`config.mk`:
```
export PLATFORM = sky130hd
export DESIGN_NAME = scco_top
export DESIGN_NICKNAME = d
export VERILOG_FILES = /design/src/verilog/scco_pkg.sv /design/src/verilog/scco_pin_opts.sv /design/src/verilog/scco_top.sv /design/src/verilog/scco_wdt_clear.sv
export VERILOG_INCLUDE_DIRS = /design/src /design/src/verilog
export SDC_FILE = /design/constraint.sdc
export NUM_CORES = 1
export LEC_CHECK = 0
export BUFFER_PORTS_ARGS = -buffer_cell sky130_fd_sc_hd__buf_2
export CAP_MARGIN = 30
export CELL_PAD_IN_SITES_DETAIL_PLACEMENT = 1
export CELL_PAD_IN_SITES_GLOBAL_PLACEMENT = 1
export CORE_AREA = 3 3 103 105
export CTS_BUF_LIST = sky130_fd_sc_hd__clkbuf_2
export CTS_CLUSTER_SIZE = 40
export DETAILED_ROUTE_END_ITERATION = 6
export DIE_AREA = 0 0 106 108
export GPL_ROUTABILITY_DRIVEN = 0
export PLACE_DENSITY_LB_ADDON = 0.1
export SYNTH_ARGS = -nofsm -noshare
export SYNTH_HDL_FRONTEND = slang
export SYNTH_SLANG_ARGS = --single-unit
```
`constraint.sdc`:
```
create_clock -name clk_sys -period 1.5 [get_ports clk_sys]
set_input_delay 0.075 -clock clk_sys [delete_from_list [all_inputs] [get_ports clk_sys]]
set_output_delay 0.075 -clock clk_sys [all_outputs]
set_load 0.1 [all_outputs]
```
`src/verilog/scco_defs.svh`:
```
`ifndef SCCO_DEFS_SVH
`define SCCO_DEFS_SVH
// register offsets
`define SCCO_OFS_CLKCTL      8'h1c
`define SCCO_OFS_TBLPTR      8'h1f
// clock control field positions
`define SCCO_BIT_USB_CLOCK_ENABLE     3
`define SCCO_BIT_DEEPSUSP    4
`define SCCO_BIT_CLKSEL      6
`define SCCO_BIT_PS2FLAG     7
`define SCCO_RSV_MASK        8'h27
// reset values
`define SCCO_CLKCTL_RST      4'h0 // packed {mode flag, clock select, deep suspend, usb enable}
`define SCCO_TBLPTR_RST      5'h00
// divider for watchdog clock from system clock
`define SCCO_WDT_DIV         2'h3
`endif

```
`src/verilog/scco_pkg.sv`:
```
package scco_pkg;
    // software-visible clock control view
    typedef struct packed {
        logic mouse_port_mode_flag;
        logic sys_clock_select;
        logic deep_suspend;
        logic usb_clock_enable;
    } scco_clkctl_t;
    // mask-time configuration options
    typedef struct packed {
        logic       wdt_src_sys4;
        logic       wdt_run_normal;
        logic       wdt_clr_two;
        logic       brownout_disable;
        logic       tblptr_enable;
        logic [9:0] wake_enable;
        logic [1:0] wake_rising;
        logic [7:0] pa_nmos;
        logic [7:0] pa_pmos;
        logic [7:0] pa_pull_high_off;
        logic [7:0] pb_pull_high_off;
        logic [1:0] pc_pull_high_off;
        logic [5:0] pull_low_on;
    } scco_opt_t;
    // drive style per port a pin
    typedef enum logic [1:0] {SCCO_CMOS, SCCO_NMOS_OD, SCCO_PMOS_OD} scco_drive_t;
endpackage

```
`src/verilog/scco_pin_opts.sv`:
```
`timescale 1ns/1ps
// turns mask options into per-pin pull, drive and wake controls
module scco_pin_opts import scco_pkg::*; (
    input  wire logic        clk_sys,
    input  wire logic        arst_n,
    input  wire scco_opt_t   opt,
    input  wire logic [9:0]  wake_pins,
    output logic [15:0]      pa_drive,
    output logic [17:0]      pull_high_en,
    output logic [5:0]       pull_low_en,
    output logic             wake_event
);
    logic [9:0] s1_r;
    logic [9:0] s2_r;
    logic [9:0] s3_r;
    logic [9:0] hit;
    logic       wake_nxt;
    // pins are asynchronous: two flops before use, a third for edges
    always_ff @(posedge clk_sys or negedge arst_n) begin
        if (!arst_n) begin
            s1_r <= 10'h3ff;
            s2_r <= 10'h3ff;
            s3_r <= 10'h3ff;
            wake_event <= 1'b0;
        end else begin
            s1_r <= wake_pins;
            s2_r <= s1_r;
            s3_r <= s2_r;
            wake_event <= wake_nxt;
        end
    end
    // falling edge wakes; pins 2 and 3 may take rising edge instead
    genvar i;
    for (i = 0; i < 10; i++) begin : g_wake
        if (i == 2 || i == 3) begin : g_dual
            assign hit[i] = opt.wake_enable[i] & (opt.wake_rising[i-2] ?
                            (s2_r[i] & ~s3_r[i]) : (~s2_r[i] & s3_r[i]));
        end else begin : g_fall
            assign hit[i] = opt.wake_enable[i] & ~s2_r[i] & s3_r[i];
        end
    end
    assign wake_nxt = |hit;
    // drive type per bit, cmos unless an open-drain option is set
    for (i = 0; i < 8; i++) begin : g_drive
        assign pa_drive[2*i+1:2*i] = opt.pa_nmos[i] ? SCCO_NMOS_OD :
                                     opt.pa_pmos[i] ? SCCO_PMOS_OD : SCCO_CMOS;
    end
    // option bits are "off" sense so an unprogrammed option keeps pull-high
    // port c has one control bit per nibble, so one enable per nibble
    assign pull_high_en = ~{opt.pc_pull_high_off, opt.pb_pull_high_off,
                            opt.pa_pull_high_off};
    assign pull_low_en  = opt.pull_low_on;
endmodule

```
`src/verilog/scco_top.sv`:
```
`timescale 1ns/1ps
`include "scco_defs.svh"
// Contract
// bit 3 gates the usb side clock, reset to 0
// firmware keeps deep suspend at 0 in normal operation
// deep suspend in halt cuts power and disables brownout reset
// deep suspend cannot be set while in usb mode
// bit 6 selects 12 MHz (0) or 6 MHz (1), reset 0
// bit 7 mouse port mode flag, rw, cleared by power-on reset
// firmware writes 0 to reserved bits 0-2 and 5
// table pointer high holds address bits 12-8, read and write
// option enables table pointer high; disabled by default
// option picks watchdog clock: rc or system divided by four
// option enables watchdog clock in normal mode; default off
// watchdog refresh after one or two consecutive clear instructions
// per-pin wake on port a and two port b pins, off default
// option disables brownout reset; enabled by default
// port a drive per bit: cmos, nmos or pmos open drain
// pull-high per bit/nibble enabled default; pull-low six pins off
module scco_top import scco_pkg::*; (
    input  wire logic        clk_sys,
    input  wire logic        arst_n,
    input  wire logic [7:0]  reg_addr,
    input  wire logic [7:0]  reg_wdata,
    input  wire logic        reg_wr,
    input  wire logic        reg_rd,
    output logic [7:0]       reg_rdata,
    input  wire scco_opt_t   opt,
    input  wire logic        usb_mode,
    input  wire logic        halted,
    input  wire logic        rc_clk_tick,
    input  wire logic        wdt_clr_instr,
    input  wire logic        other_instr,
    input  wire logic [9:0]  wake_pins,
    output logic             usb_clock_gate,
    output logic             clk_6mhz_mode,
    output logic             deep_suspend_active,
    output logic             brownout_reset_en,
    output logic             mouse_port_mode,
    output logic [4:0]       table_ptr_upper_bits,
    output logic             wdt_tick,
    output logic             wdt_refresh,
    output logic             wake_event,
    output logic [15:0]      pa_drive,
    output logic [17:0]      pull_high_en,
    output logic [5:0]       pull_low_en
);
    scco_clkctl_t clkctl_r;
    scco_clkctl_t clkctl_nxt;
    logic [4:0]   tblptr_r;
    logic [4:0]   tblptr_nxt;
    logic [7:0]   rdata_nxt;
    logic [1:0]   div_r;
    logic [1:0]   div_nxt;
    logic         rc_s1_r;
    logic         rc_s2_r;
    logic         rc_s3_r;
    logic         usb_s1_r;
    logic         usb_s2_r;
    logic         tick_nxt;
    logic         bor_nxt;
    logic         refresh_w;
    logic         wake_w;
    logic [15:0]  drive_w;
    logic [17:0]  ph_w;
    logic [5:0]   pl_w;

    // register writes; reserved bits are not stored, so they read back 0
    always_comb begin
        clkctl_nxt = clkctl_r;
        tblptr_nxt = tblptr_r;
        if (reg_wr && reg_addr == `SCCO_OFS_CLKCTL) begin
            clkctl_nxt.usb_clock_enable     = reg_wdata[`SCCO_BIT_USB_CLOCK_ENABLE];
            clkctl_nxt.deep_suspend         = reg_wdata[`SCCO_BIT_DEEPSUSP];
            clkctl_nxt.sys_clock_select     = reg_wdata[`SCCO_BIT_CLKSEL];
            clkctl_nxt.mouse_port_mode_flag = reg_wdata[`SCCO_BIT_PS2FLAG];
        end
        if (reg_wr && reg_addr == `SCCO_OFS_TBLPTR && opt.tblptr_enable) begin
            tblptr_nxt = reg_wdata[4:0];
        end
        // usb mode forbids deep suspend; also clears a bit set before usb began
        if (usb_s2_r) begin
            clkctl_nxt.deep_suspend = 1'b0;
        end
    end

    // read data stands only in the cycle after the strobe
    always_comb begin
        rdata_nxt = 8'h00;
        if (reg_rd) begin
            case (reg_addr)
                `SCCO_OFS_CLKCTL: begin
                    rdata_nxt[`SCCO_BIT_USB_CLOCK_ENABLE]  = clkctl_r.usb_clock_enable;
                    rdata_nxt[`SCCO_BIT_DEEPSUSP] = clkctl_r.deep_suspend;
                    rdata_nxt[`SCCO_BIT_CLKSEL]   = clkctl_r.sys_clock_select;
                    rdata_nxt[`SCCO_BIT_PS2FLAG]  = clkctl_r.mouse_port_mode_flag;
                end
                `SCCO_OFS_TBLPTR: begin
                    rdata_nxt[4:0] = opt.tblptr_enable ? tblptr_r : 5'h00;
                end
                default: begin
                    rdata_nxt = 8'h00;
                end
            endcase
        end
    end

    // watchdog clock: rc tick (synchronised) or system/4, gated in normal mode unless wdt_run_normal is set
    always_comb begin
        div_nxt  = div_r + 2'h1;
        tick_nxt = 1'b0;
        if (halted || opt.wdt_run_normal) begin
            if (opt.wdt_src_sys4) begin
                tick_nxt = (div_r == `SCCO_WDT_DIV);
            end else begin
                tick_nxt = rc_s2_r & ~rc_s3_r;
            end
        end
    end

    // brownout reset: option may disable; deep suspend in halt also removes it
    always_comb begin
        bor_nxt = ~opt.brownout_disable;
        if (halted && clkctl_r.deep_suspend) begin
            bor_nxt = 1'b0;
        end
    end

    always_ff @(posedge clk_sys or negedge arst_n) begin
        if (!arst_n) begin
            clkctl_r  <= scco_clkctl_t'(`SCCO_CLKCTL_RST);
            tblptr_r  <= `SCCO_TBLPTR_RST;
            reg_rdata <= 8'h00;
            div_r     <= 2'h0;
            rc_s1_r   <= 1'b0;
            rc_s2_r   <= 1'b0;
            rc_s3_r   <= 1'b0;
            usb_s1_r  <= 1'b0;
            usb_s2_r  <= 1'b0;
            wdt_tick  <= 1'b0;
            brownout_reset_en   <= 1'b1;
            usb_clock_gate      <= 1'b0;
            clk_6mhz_mode       <= 1'b0;
            deep_suspend_active <= 1'b0;
            mouse_port_mode     <= 1'b0;
            table_ptr_upper_bits <= 5'h00;
        end else begin
            clkctl_r  <= clkctl_nxt;
            tblptr_r  <= tblptr_nxt;
            reg_rdata <= rdata_nxt;
            div_r     <= div_nxt;
            rc_s1_r   <= rc_clk_tick;
            rc_s2_r   <= rc_s1_r;
            rc_s3_r   <= rc_s2_r;
            usb_s1_r  <= usb_mode;
            usb_s2_r  <= usb_s1_r;
            wdt_tick  <= tick_nxt;
            brownout_reset_en   <= bor_nxt;
            usb_clock_gate      <= clkctl_r.usb_clock_enable;
            clk_6mhz_mode       <= clkctl_r.sys_clock_select;
            deep_suspend_active <= halted & clkctl_r.deep_suspend;
            mouse_port_mode     <= clkctl_r.mouse_port_mode_flag;
            table_ptr_upper_bits <= opt.tblptr_enable ? tblptr_r : 5'h00;
        end
    end

    // second-stage flops keep every top output straight from a register
    always_ff @(posedge clk_sys or negedge arst_n) begin
        if (!arst_n) begin
            wdt_refresh  <= 1'b0;
            wake_event   <= 1'b0;
            pa_drive     <= 16'h0000;
            pull_high_en <= 18'h3ffff;
            pull_low_en  <= 6'h00;
        end else begin
            wdt_refresh  <= refresh_w;
            wake_event   <= wake_w;
            pa_drive     <= drive_w;
            pull_high_en <= ph_w;
            pull_low_en  <= pl_w;
        end
    end

    scco_wdt_clear u_wdt_clear (
        .clk_sys     (clk_sys),
        .arst_n      (arst_n),
        .two_needed  (opt.wdt_clr_two),
        .clr_instr   (wdt_clr_instr),
        .other_instr (other_instr),
        .refresh     (refresh_w)
    );

    scco_pin_opts u_pin_opts (
        .clk_sys      (clk_sys),
        .arst_n       (arst_n),
        .opt          (opt),
        .wake_pins    (wake_pins),
        .pa_drive     (drive_w),
        .pull_high_en (ph_w),
        .pull_low_en  (pl_w),
        .wake_event   (wake_w)
    );

    AST_USB_NO_SUSP: assert property (@(posedge clk_sys) disable iff (!arst_n)
        usb_s2_r |=> !clkctl_r.deep_suspend)
        else $error("deep suspend set in usb mode");
    AST_USB_SIDE_CLOCK_GATE: assert property (@(posedge clk_sys) disable iff (!arst_n)
        (reg_wr && reg_addr == `SCCO_OFS_CLKCTL) |=> ##1
        usb_clock_gate == $past(reg_wdata[`SCCO_BIT_USB_CLOCK_ENABLE], 2))
        else $error("usb clock gate does not follow bit 3");
    AST_CLKSEL: assert property (@(posedge clk_sys) disable iff (!arst_n)
        (reg_wr && reg_addr == `SCCO_OFS_CLKCTL) |=> ##1
        clk_6mhz_mode == $past(reg_wdata[`SCCO_BIT_CLKSEL], 2))
        else $error("clock select mismatch");
    AST_PS2_RD: assert property (@(posedge clk_sys) disable iff (!arst_n)
        (reg_rd && reg_addr == `SCCO_OFS_CLKCTL) |=>
        reg_rdata[`SCCO_BIT_PS2FLAG] == $past(clkctl_r.mouse_port_mode_flag))
        else $error("mode flag readback wrong");
    AST_RSV_ZERO: assert property (@(posedge clk_sys) disable iff (!arst_n)
        $past(reg_rd && reg_addr == `SCCO_OFS_CLKCTL) |-> (reg_rdata & `SCCO_RSV_MASK) == 8'h00)
        else $error("reserved bits read nonzero");
    AST_TBL_RW: assert property (@(posedge clk_sys) disable iff (!arst_n)
        (reg_wr && reg_addr == `SCCO_OFS_TBLPTR && opt.tblptr_enable) ##1
        (reg_rd && reg_addr == `SCCO_OFS_TBLPTR && opt.tblptr_enable) |=>
        reg_rdata[4:0] == $past(reg_wdata[4:0], 2))
        else $error("table pointer readback wrong");
    AST_TBL_OFF: assert property (@(posedge clk_sys) disable iff (!arst_n)
        !opt.tblptr_enable ##1 !opt.tblptr_enable |-> table_ptr_upper_bits == 5'h00)
        else $error("table pointer active while disabled");
    AST_WDT_GATE: assert property (@(posedge clk_sys) disable iff (!arst_n)
        (!halted && !opt.wdt_run_normal) |=> !wdt_tick)
        else $error("watchdog ticked in normal mode while disabled");
    AST_WDT_DIV4: assert property (@(posedge clk_sys) disable iff (!arst_n)
        (opt.wdt_src_sys4 && opt.wdt_run_normal && wdt_tick) [*1] ##1
        (opt.wdt_src_sys4 && opt.wdt_run_normal) [*3] |-> !wdt_tick)
        else $error("system/4 tick too frequent");
    AST_BOR: assert property (@(posedge clk_sys) disable iff (!arst_n)
        (halted && clkctl_r.deep_suspend) |=> !brownout_reset_en)
        else $error("brownout reset active in deep suspend halt");
    AST_BOR_OPT: assert property (@(posedge clk_sys) disable iff (!arst_n)
        (!halted && !opt.brownout_disable) |=> brownout_reset_en)
        else $error("brownout reset not enabled");
    COV_USB_ON: cover property (@(posedge clk_sys) disable iff (!arst_n) usb_clock_gate);
    COV_DEEP: cover property (@(posedge clk_sys) disable iff (!arst_n) deep_suspend_active);
    COV_WAKE: cover property (@(posedge clk_sys) disable iff (!arst_n) wake_event);
endmodule

```
`src/verilog/scco_wdt_clear.sv`:
```
`timescale 1ns/1ps
// qualifies watchdog clear instructions: one or two in a row
module scco_wdt_clear import scco_pkg::*; (
    input  wire logic clk_sys,
    input  wire logic arst_n,
    input  wire logic two_needed,
    input  wire logic clr_instr,
    input  wire logic other_instr,
    output logic      refresh
);
    logic armed_r;
    logic armed_nxt;
    logic refresh_nxt;
    // a second clear must follow the first with no other instruction between
    always_comb begin
        armed_nxt   = armed_r;
        refresh_nxt = 1'b0;
        if (clr_instr) begin
            if (!two_needed || armed_r) begin
                refresh_nxt = 1'b1;
                armed_nxt   = 1'b0;
            end else begin
                armed_nxt = 1'b1;
            end
        end else if (other_instr) begin
            armed_nxt = 1'b0;
        end
    end
    always_ff @(posedge clk_sys or negedge arst_n) begin
        if (!arst_n) begin
            armed_r <= 1'b0;
            refresh <= 1'b0;
        end else begin
            armed_r <= armed_nxt;
            refresh <= refresh_nxt;
        end
    end
    AST_WDT_ONE: assert property (@(posedge clk_sys) disable iff (!arst_n)
        (clr_instr && !two_needed) |=> refresh)
        else $error("single clear did not refresh");
    AST_WDT_TWO: assert property (@(posedge clk_sys) disable iff (!arst_n)
        (two_needed && clr_instr && !armed_r) |=> !refresh)
        else $error("lone clear refreshed in two-clear mode");
    COV_WDT_PAIR: cover property (@(posedge clk_sys) disable iff (!arst_n)
        two_needed && clr_instr ##1 clr_instr);
endmodule
```
# Word level (Yosys, flattened, before mapping)
# Index checks and enable logic that the tools add are counted.
[word_totals]
latchBits = 0
input_bits = 92
ram_bits = 0
n_memories = 0
romBits = 0
out_inout_bits = 61
wordCells = 116
reg_bits = 110
[classes]
n_lt_le_gt_ge = 0
n_bitwise = 39
mux = 33
reduce_logical = 10
n_div = 0
n_mul = 0
n_eq_ne = 3
add_sub_neg = 1
n_shift = 0
[op_table]
columns = ["op", "n"]
rows = [
  ["$mux 2", 18],
  ["$and 1x1->1", 24],
  ["$not 18->18", 1],
  ["$eq 8x5->1 const B", 2],
  ["$not 1->1", 14],
  ["$mux 1", 11],
  ["$reduce_or 10->1", 1],
  ["$mux 8", 1],
  ["$mux 5", 1],
  ["$logic_and 1x1->1", 4],
  ["$pmux 2 s2", 1],
  ["$reduce_bool 2->1", 2],
  ["$mux 3", 1],
  ["$add 2x1->2 const B", 1],
  ["$eq 2x2->1 const B", 1],
  ["$logic_or 1x1->1", 2],
  ["$logic_not 1->1", 1],
]

# Logic depth before layout (Yosys ltp)
[logic_depth]
word_depth = 5
ltp_mapped = 4
depth_no_buf = 4

# Cells and area by module
# A second synthesis with hierarchy kept.
[unflattened]
cells_unflattened = 217
hier_area_um2 = 3510.9
[modules_own_cells]
columns = ["mod", "instances", "area_each_um2", "cells_per_inst", "seq_area_each_um2"]
rows = [
  ["scco_top", 1, 2274.7, 120, 1925.6],
  ["scco_pin_opts", 1, 1151.1, 91, 813.3],
  ["scco_wdt_clear", 1, 85.1, 6, 50.0],
]

# Worst setup path before layout
# Ideal clock, no wire load.
[synth_path]
path_kind = "reg2reg"
startpoint = "register u_pin_opts.s2_r[8]"
endpoint = "register u_pin_opts.wake_event"
path_stages_with_launch = 4
required_ps = 1370
setup_slack_ps = 449
arrival_time_ps = 921
period_less_slack_ps = 1051
path_buffers = 0
setup_time_ps = 130
path_cell_list = "dfstp_2 o22ai_1 nor4_1 nand3_1"
[synth_via]
elab_chain_cells = 4
[synth_lines]
columns = ["element", "line_no", "source"]
rows = [
  ["start, declared", "scco_pin_opts.sv:14", "logic [9:0] s2_r;"],
  ["start signal, assigned", "scco_pin_opts.sv:27", "s2_r <= s1_r;"],
  ["$not 1->1", "scco_pin_opts.sv:39", "assign hit[i] = opt.wake_enable[i] & ~s2_r[i] & s3_r[i];"],
  ["$and 1x1->1 (2 in series)", "scco_pin_opts.sv:39", ""],
  ["$reduce_or 10->1", "scco_pin_opts.sv:42", "assign wake_nxt = |hit;"],
  ["named net u_pin_opts.wake_nxt", "scco_pin_opts.sv:17", "logic wake_nxt;"],
  ["end signal, assigned", "scco_pin_opts.sv:29", "wake_event <= wake_nxt;"],
  ["end, declared", "scco_pin_opts.sv:11", "output logic wake_event"],
]
# The timed path passes the listed nets, and every way through them passes these cells.
# A chain may end at the register's enable or synchronous reset.

# Worst setup path after layout
[layout_path]
startpoint = "input halted"
endpoint = "register wdt_tick"
[layout_via]
elab_chain_cells = 2
[layout_lines]
columns = ["element", "line_no", "source"]
rows = [
  ["start, declared", "scco_top.sv:30", "input wire logic halted,"],
  ["$logic_or 1x1->1", "scco_top.sv:112", "if (halted || opt.wdt_run_normal) begin"],
  ["$mux 1", "scco_top.sv:112", ""],
  ["named net tick_nxt", "scco_top.sv:60", "logic tick_nxt;"],
  ["end signal, assigned", "scco_top.sv:157", "wdt_tick <= tick_nxt;"],
  ["end, declared", "scco_top.sv:41", "output logic wdt_tick,"],
]
# The timed path passes the listed nets, and every way through them passes these cells.

==> flow_summary_export.csv <==
group,metric,value,unit
run_status,status,"finished, violations left",
run_status,violations,"negative setup slack",
worst_hold_path,worst_hold_check_path_type,"input port to register",
global_route,grt_util_all_layers,17.7,%
yosys,synth_compound_gate_area_share,2.08,%
clock_network,insertion_delay,0.56,ns
placement,numPlacedInstances,487,
yosys,post_synth.cell_area_avg,16.8,µm²
worst_setup_path,worstReg2RegStart,"div_r[0]$_DFF_PN0_",
route,routed_length_on_met3,465,µm
worst_setup_path,crit-reg2reg-capture,"wdt_tick$_DFF_PN0_",
yosys,postSynthCellCount,201,
sta,finalClockSkew,0.0255,ns
yosys,yosys-top-cells-area,"sky130_fd_sc_hd__dfrtp_1 45%, sky130_fd_sc_hd__dfstp_2 38%, sky130_fd_sc_hd__mux2_2 2.7%",
placement,detailedPlacementHpwl,5.60,mm
route,drc,0,
clock_network,clk_pin_slew_worst_paths,0.27,ns
worst_hold_path,hold_path_end,"reg_rdata[0]$_DFF_PN0_",
sta,min_period,1.50,ns
sta,timing.final.crit_share,100,%
global_route,grt_start_max_net_pins,43,
floorplan,floorplan.rows,36,
global_route,first_global_vias,2921,
power,ir_drop,0.441,mV
floorplan,die_w,106,µm
worst_setup_path,setup.worst_path.start_class,"input port",
yosys,yosys.area_share.xor_xnor,0,%
global_route,number_of_antenna_violations_at_the_first_check_in_global_routing,0,
floorplan,placeableCoreArea,9730,µm²
worst_setup_path,critical_path.endpoint_type,"register",
worst_setup_path,worst-path-max-fanout,2,
clock_network,htree_levels,3,
layout,post_route_cells_drive_above_1_share,49.6,%
yosys,area_share_of_and_or_nand_nor_cells_after_synthesis,9.25,%
layout,instances_no_fill,603,
global_route,grt.overflow.total,0,
route,routedWlPerCell,17.0,µm
worst_hold_path,min_from,"opt[52]",
layout,antenna_cells,0,
worst_setup_path,worst_path_arrival,1.97,ns
route,route.vias.total,2539,
yosys,synth_mux_area_share,2.97,%
yosys,post_synth_fa_ha_maj_area_fraction,0.371,%
clock_network,cts_num_sinks,109,
sta,slew_headroom,60.7,%
worst_setup_path,crit_type,"input port to register",
yosys,synth-seq-area-share,82.8,%
route,route.detailed.vias_per_inst,4.21,
layout,layout.cells.most_common,"sky130_fd_sc_hd__dlygate4sd3_1",
yosys,post-synth-top-area-cell,"sky130_fd_sc_hd__dfrtp_1",
power,static-leakage-power,2.88,nW
yosys,main_combinational_cell_family_by_area_after_synthesis,"simple AND/OR/NAND/NOR gates",
yosys,syn-cell-area,3370,µm²
power,total_design_power,0.00575,W
route,drt_iter0_drc,75,
route,met1Wirelength,3.80,mm
floorplan,io_pins,153,
route,dr.max_layer_used,"met4",
clock_network,clk_root_buffer_cell,"sky130_fd_sc_hd__clkbuf_2",
yosys,yosys_register_bits,109,
worst_setup_path,timing.reg2reg.setup_slack,0.09,ns
sta,worst_slack,-0.00490,ns
yosys,synthDominantCellAreaShare,44.6,%
clock_network,clockBufferDepth,2,
placement,io_port_bufs,150,
job,maxCapViolCount,0,
worst_hold_path,worst_hold_path_depth,3,
route,drt_wl_total,10.3,mm
layout,layout_common_cells,"100 x sky130_fd_sc_hd__dlygate4sd3_1, 89 x sky130_fd_sc_hd__buf_2, 60 x sky130_fd_sc_hd__dfrtp_1",
yosys,synth.yosys.warnings,0,
route,routed-wl-met2,5.83,mm
worst_setup_path,timing.reg2reg.worst_path_depth,4,
sta,worst_pin_slew,0.588,ns
clock_network,clock_tree_from_tritoncts,"done",
route,antenna_violating_nets_post_route,0,
sta,finalMaxSlewViolations,0,
sta,final-setup-viol-count,1,
floorplan,floorplan.die_area,11400,µm²
clock_network,clock_buffers_created_by_tritoncts,9,
sta,rsz0062_at_grt,"true",
global_route,grt_first_pass_wirelength,15.2,mm
yosys,synthDistinctLibCells,27,
power,power_density,986,nW/µm²
route,detail_route.first_pass.iterations,4,
worst_setup_path,required_arrival_time_at_the_worst_endpoint,1.97,ns
layout,nets,558,
yosys,postSynthNetCount,294,
floorplan,initial_utilization,34.6,%
layout,syn2layout_area_growth,73.2,%
floorplan,dieHeight,108,µm
sta,hold_viol,0,
sta,max_clock_freq,0.664,GHz
sta,tns,-0.00490,ns
-- Yosys cell counts (all sizes together) --
cell type / n
conb: 1
o31ai: 1
nand3: 3
mux2i: 1
and2: 6
a21oi: 1
mux2: 8
nor2b: 8
o21ai: 2
a21boi: 1
o22ai: 4
dfstp: 49
a22oi: 2
nor3b: 3
inv: 20
buf: 1
dfrtp: 60
and3b: 2
and4b: 1
ha: 1
and3: 7
nor4: 1
nor2: 8
nand2: 8
nand4: 2
-- metal layers --
metal	track usage (%)	vias up
met5	0	-
met4	6.66	0
met3	4.18	15
met2	33.6	85
met1	19.1	1269
li1	-	1170
-- final cells by class --
| class | count | area, µm² |
|---|---|---|
| Clock buffer | 9 | 45.0 |
| Clock inverter | 7 | 72.6 |
| Fill cell | 1013 | 3890 |
| Inverter | 20 | 75.1 |
| Multi-Input combinational cell | 71 | 500 |
| Sequential cell | 109 | 2790 |
| Tap cell | 133 | 166 |
| Timing Repair Buffer | 254 | 2190 |
-- power by group --
part	switching (W)	total (W)	leakage (nW)	internal, W
clock network	0.000971	0.00136	0.0703	0.000393
registers	0.0000638	0.00319	1.28	0.00313
logic	0.000752	0.00120	1.53	0.000443
total	0.00179	0.00575	2.88	0.00397
-- logic make-up after synthesis --
group | after synthesis
AOI/OAI and AO/OA | 11
other | 1
buffers and inverters | 21
and+or+nand+nor | 49
adders and majority gates | 1
muxes | 9
DFF | 109
-- flip-flops by register name, indices dropped and copies added, names as in the netlist, 5 cells and up --
name	flops
u_pin_opts.s3_r	10
u_pin_opts.s1_r	10
u_pin_opts.s2_r	10
pull_low_en	6
reg_rdata	7
table_ptr_upper_bits	5
tblptr_r	5
pa_drive	16
pull_high_en	18
-- per-stage QoR --
step	utilization (%)	instance area, µm²	setup WS, ns	hold slack [ns]
2_1_floorplan	-	3370	0.449	-0.221
3_3_place_gp	44.6	4340	0.280	0.0161
5_1_grt	60.0	5840	-0.0566	0.00481
3_5_place_dp	44.6	4340	0.314	0.0157
4_1_cts	58.5	5690	0.000313	0.00584
6_report	60.0	5840	-0.00490	0.0607
-- worst max-delay path by stage --
stage	startpoint	endpoint	slack (ns)	cells after the start
2_1_floorplan	u_pin_opts.s2_r[8]$_DFF_PN1_	u_pin_opts.wake_event$_DFF_PN0_	0.45	3
3_3_place_gp	u_pin_opts.s2_r[8]$_DFF_PN1_	u_pin_opts.wake_event$_DFF_PN0_	0.28	3
3_5_place_dp	u_pin_opts.s2_r[8]$_DFF_PN1_	u_pin_opts.wake_event$_DFF_PN0_	0.31	3
4_1_cts	pull_high_en[16]$_DFF_PN1_	pull_high_en[16]	0.0003	1
5_1_grt	pull_high_en[15]$_DFF_PN1_	pull_high_en[15]	-0.06	1
6_report	halted	wdt_tick$_DFF_PN0_	-0.005	6
-- what timing repair did --
| action | CTS | global route |
|---|---|---|
| hold endpoints to repair | 188 | 0 |
| setup endpoints to repair | 40 | 43 |
| resized for setup | 75 | 41 |
| buffers inserted | 0 | 0 |
| hold buffers | 100 | 0 |
-- worst max-delay path, cell delays in order --
cell and delay (ns):
sky130_fd_sc_hd__dlygate4sd3_1 0.53, sky130_fd_sc_hd__buf_2 0.13, sky130_fd_sc_hd__nor2_1 0.10, sky130_fd_sc_hd__dlygate4sd3_1 0.56, sky130_fd_sc_hd__nor2_1 0.04, sky130_fd_sc_hd__dlygate4sd3_1 0.54
(Power assumes the default switching activity.)
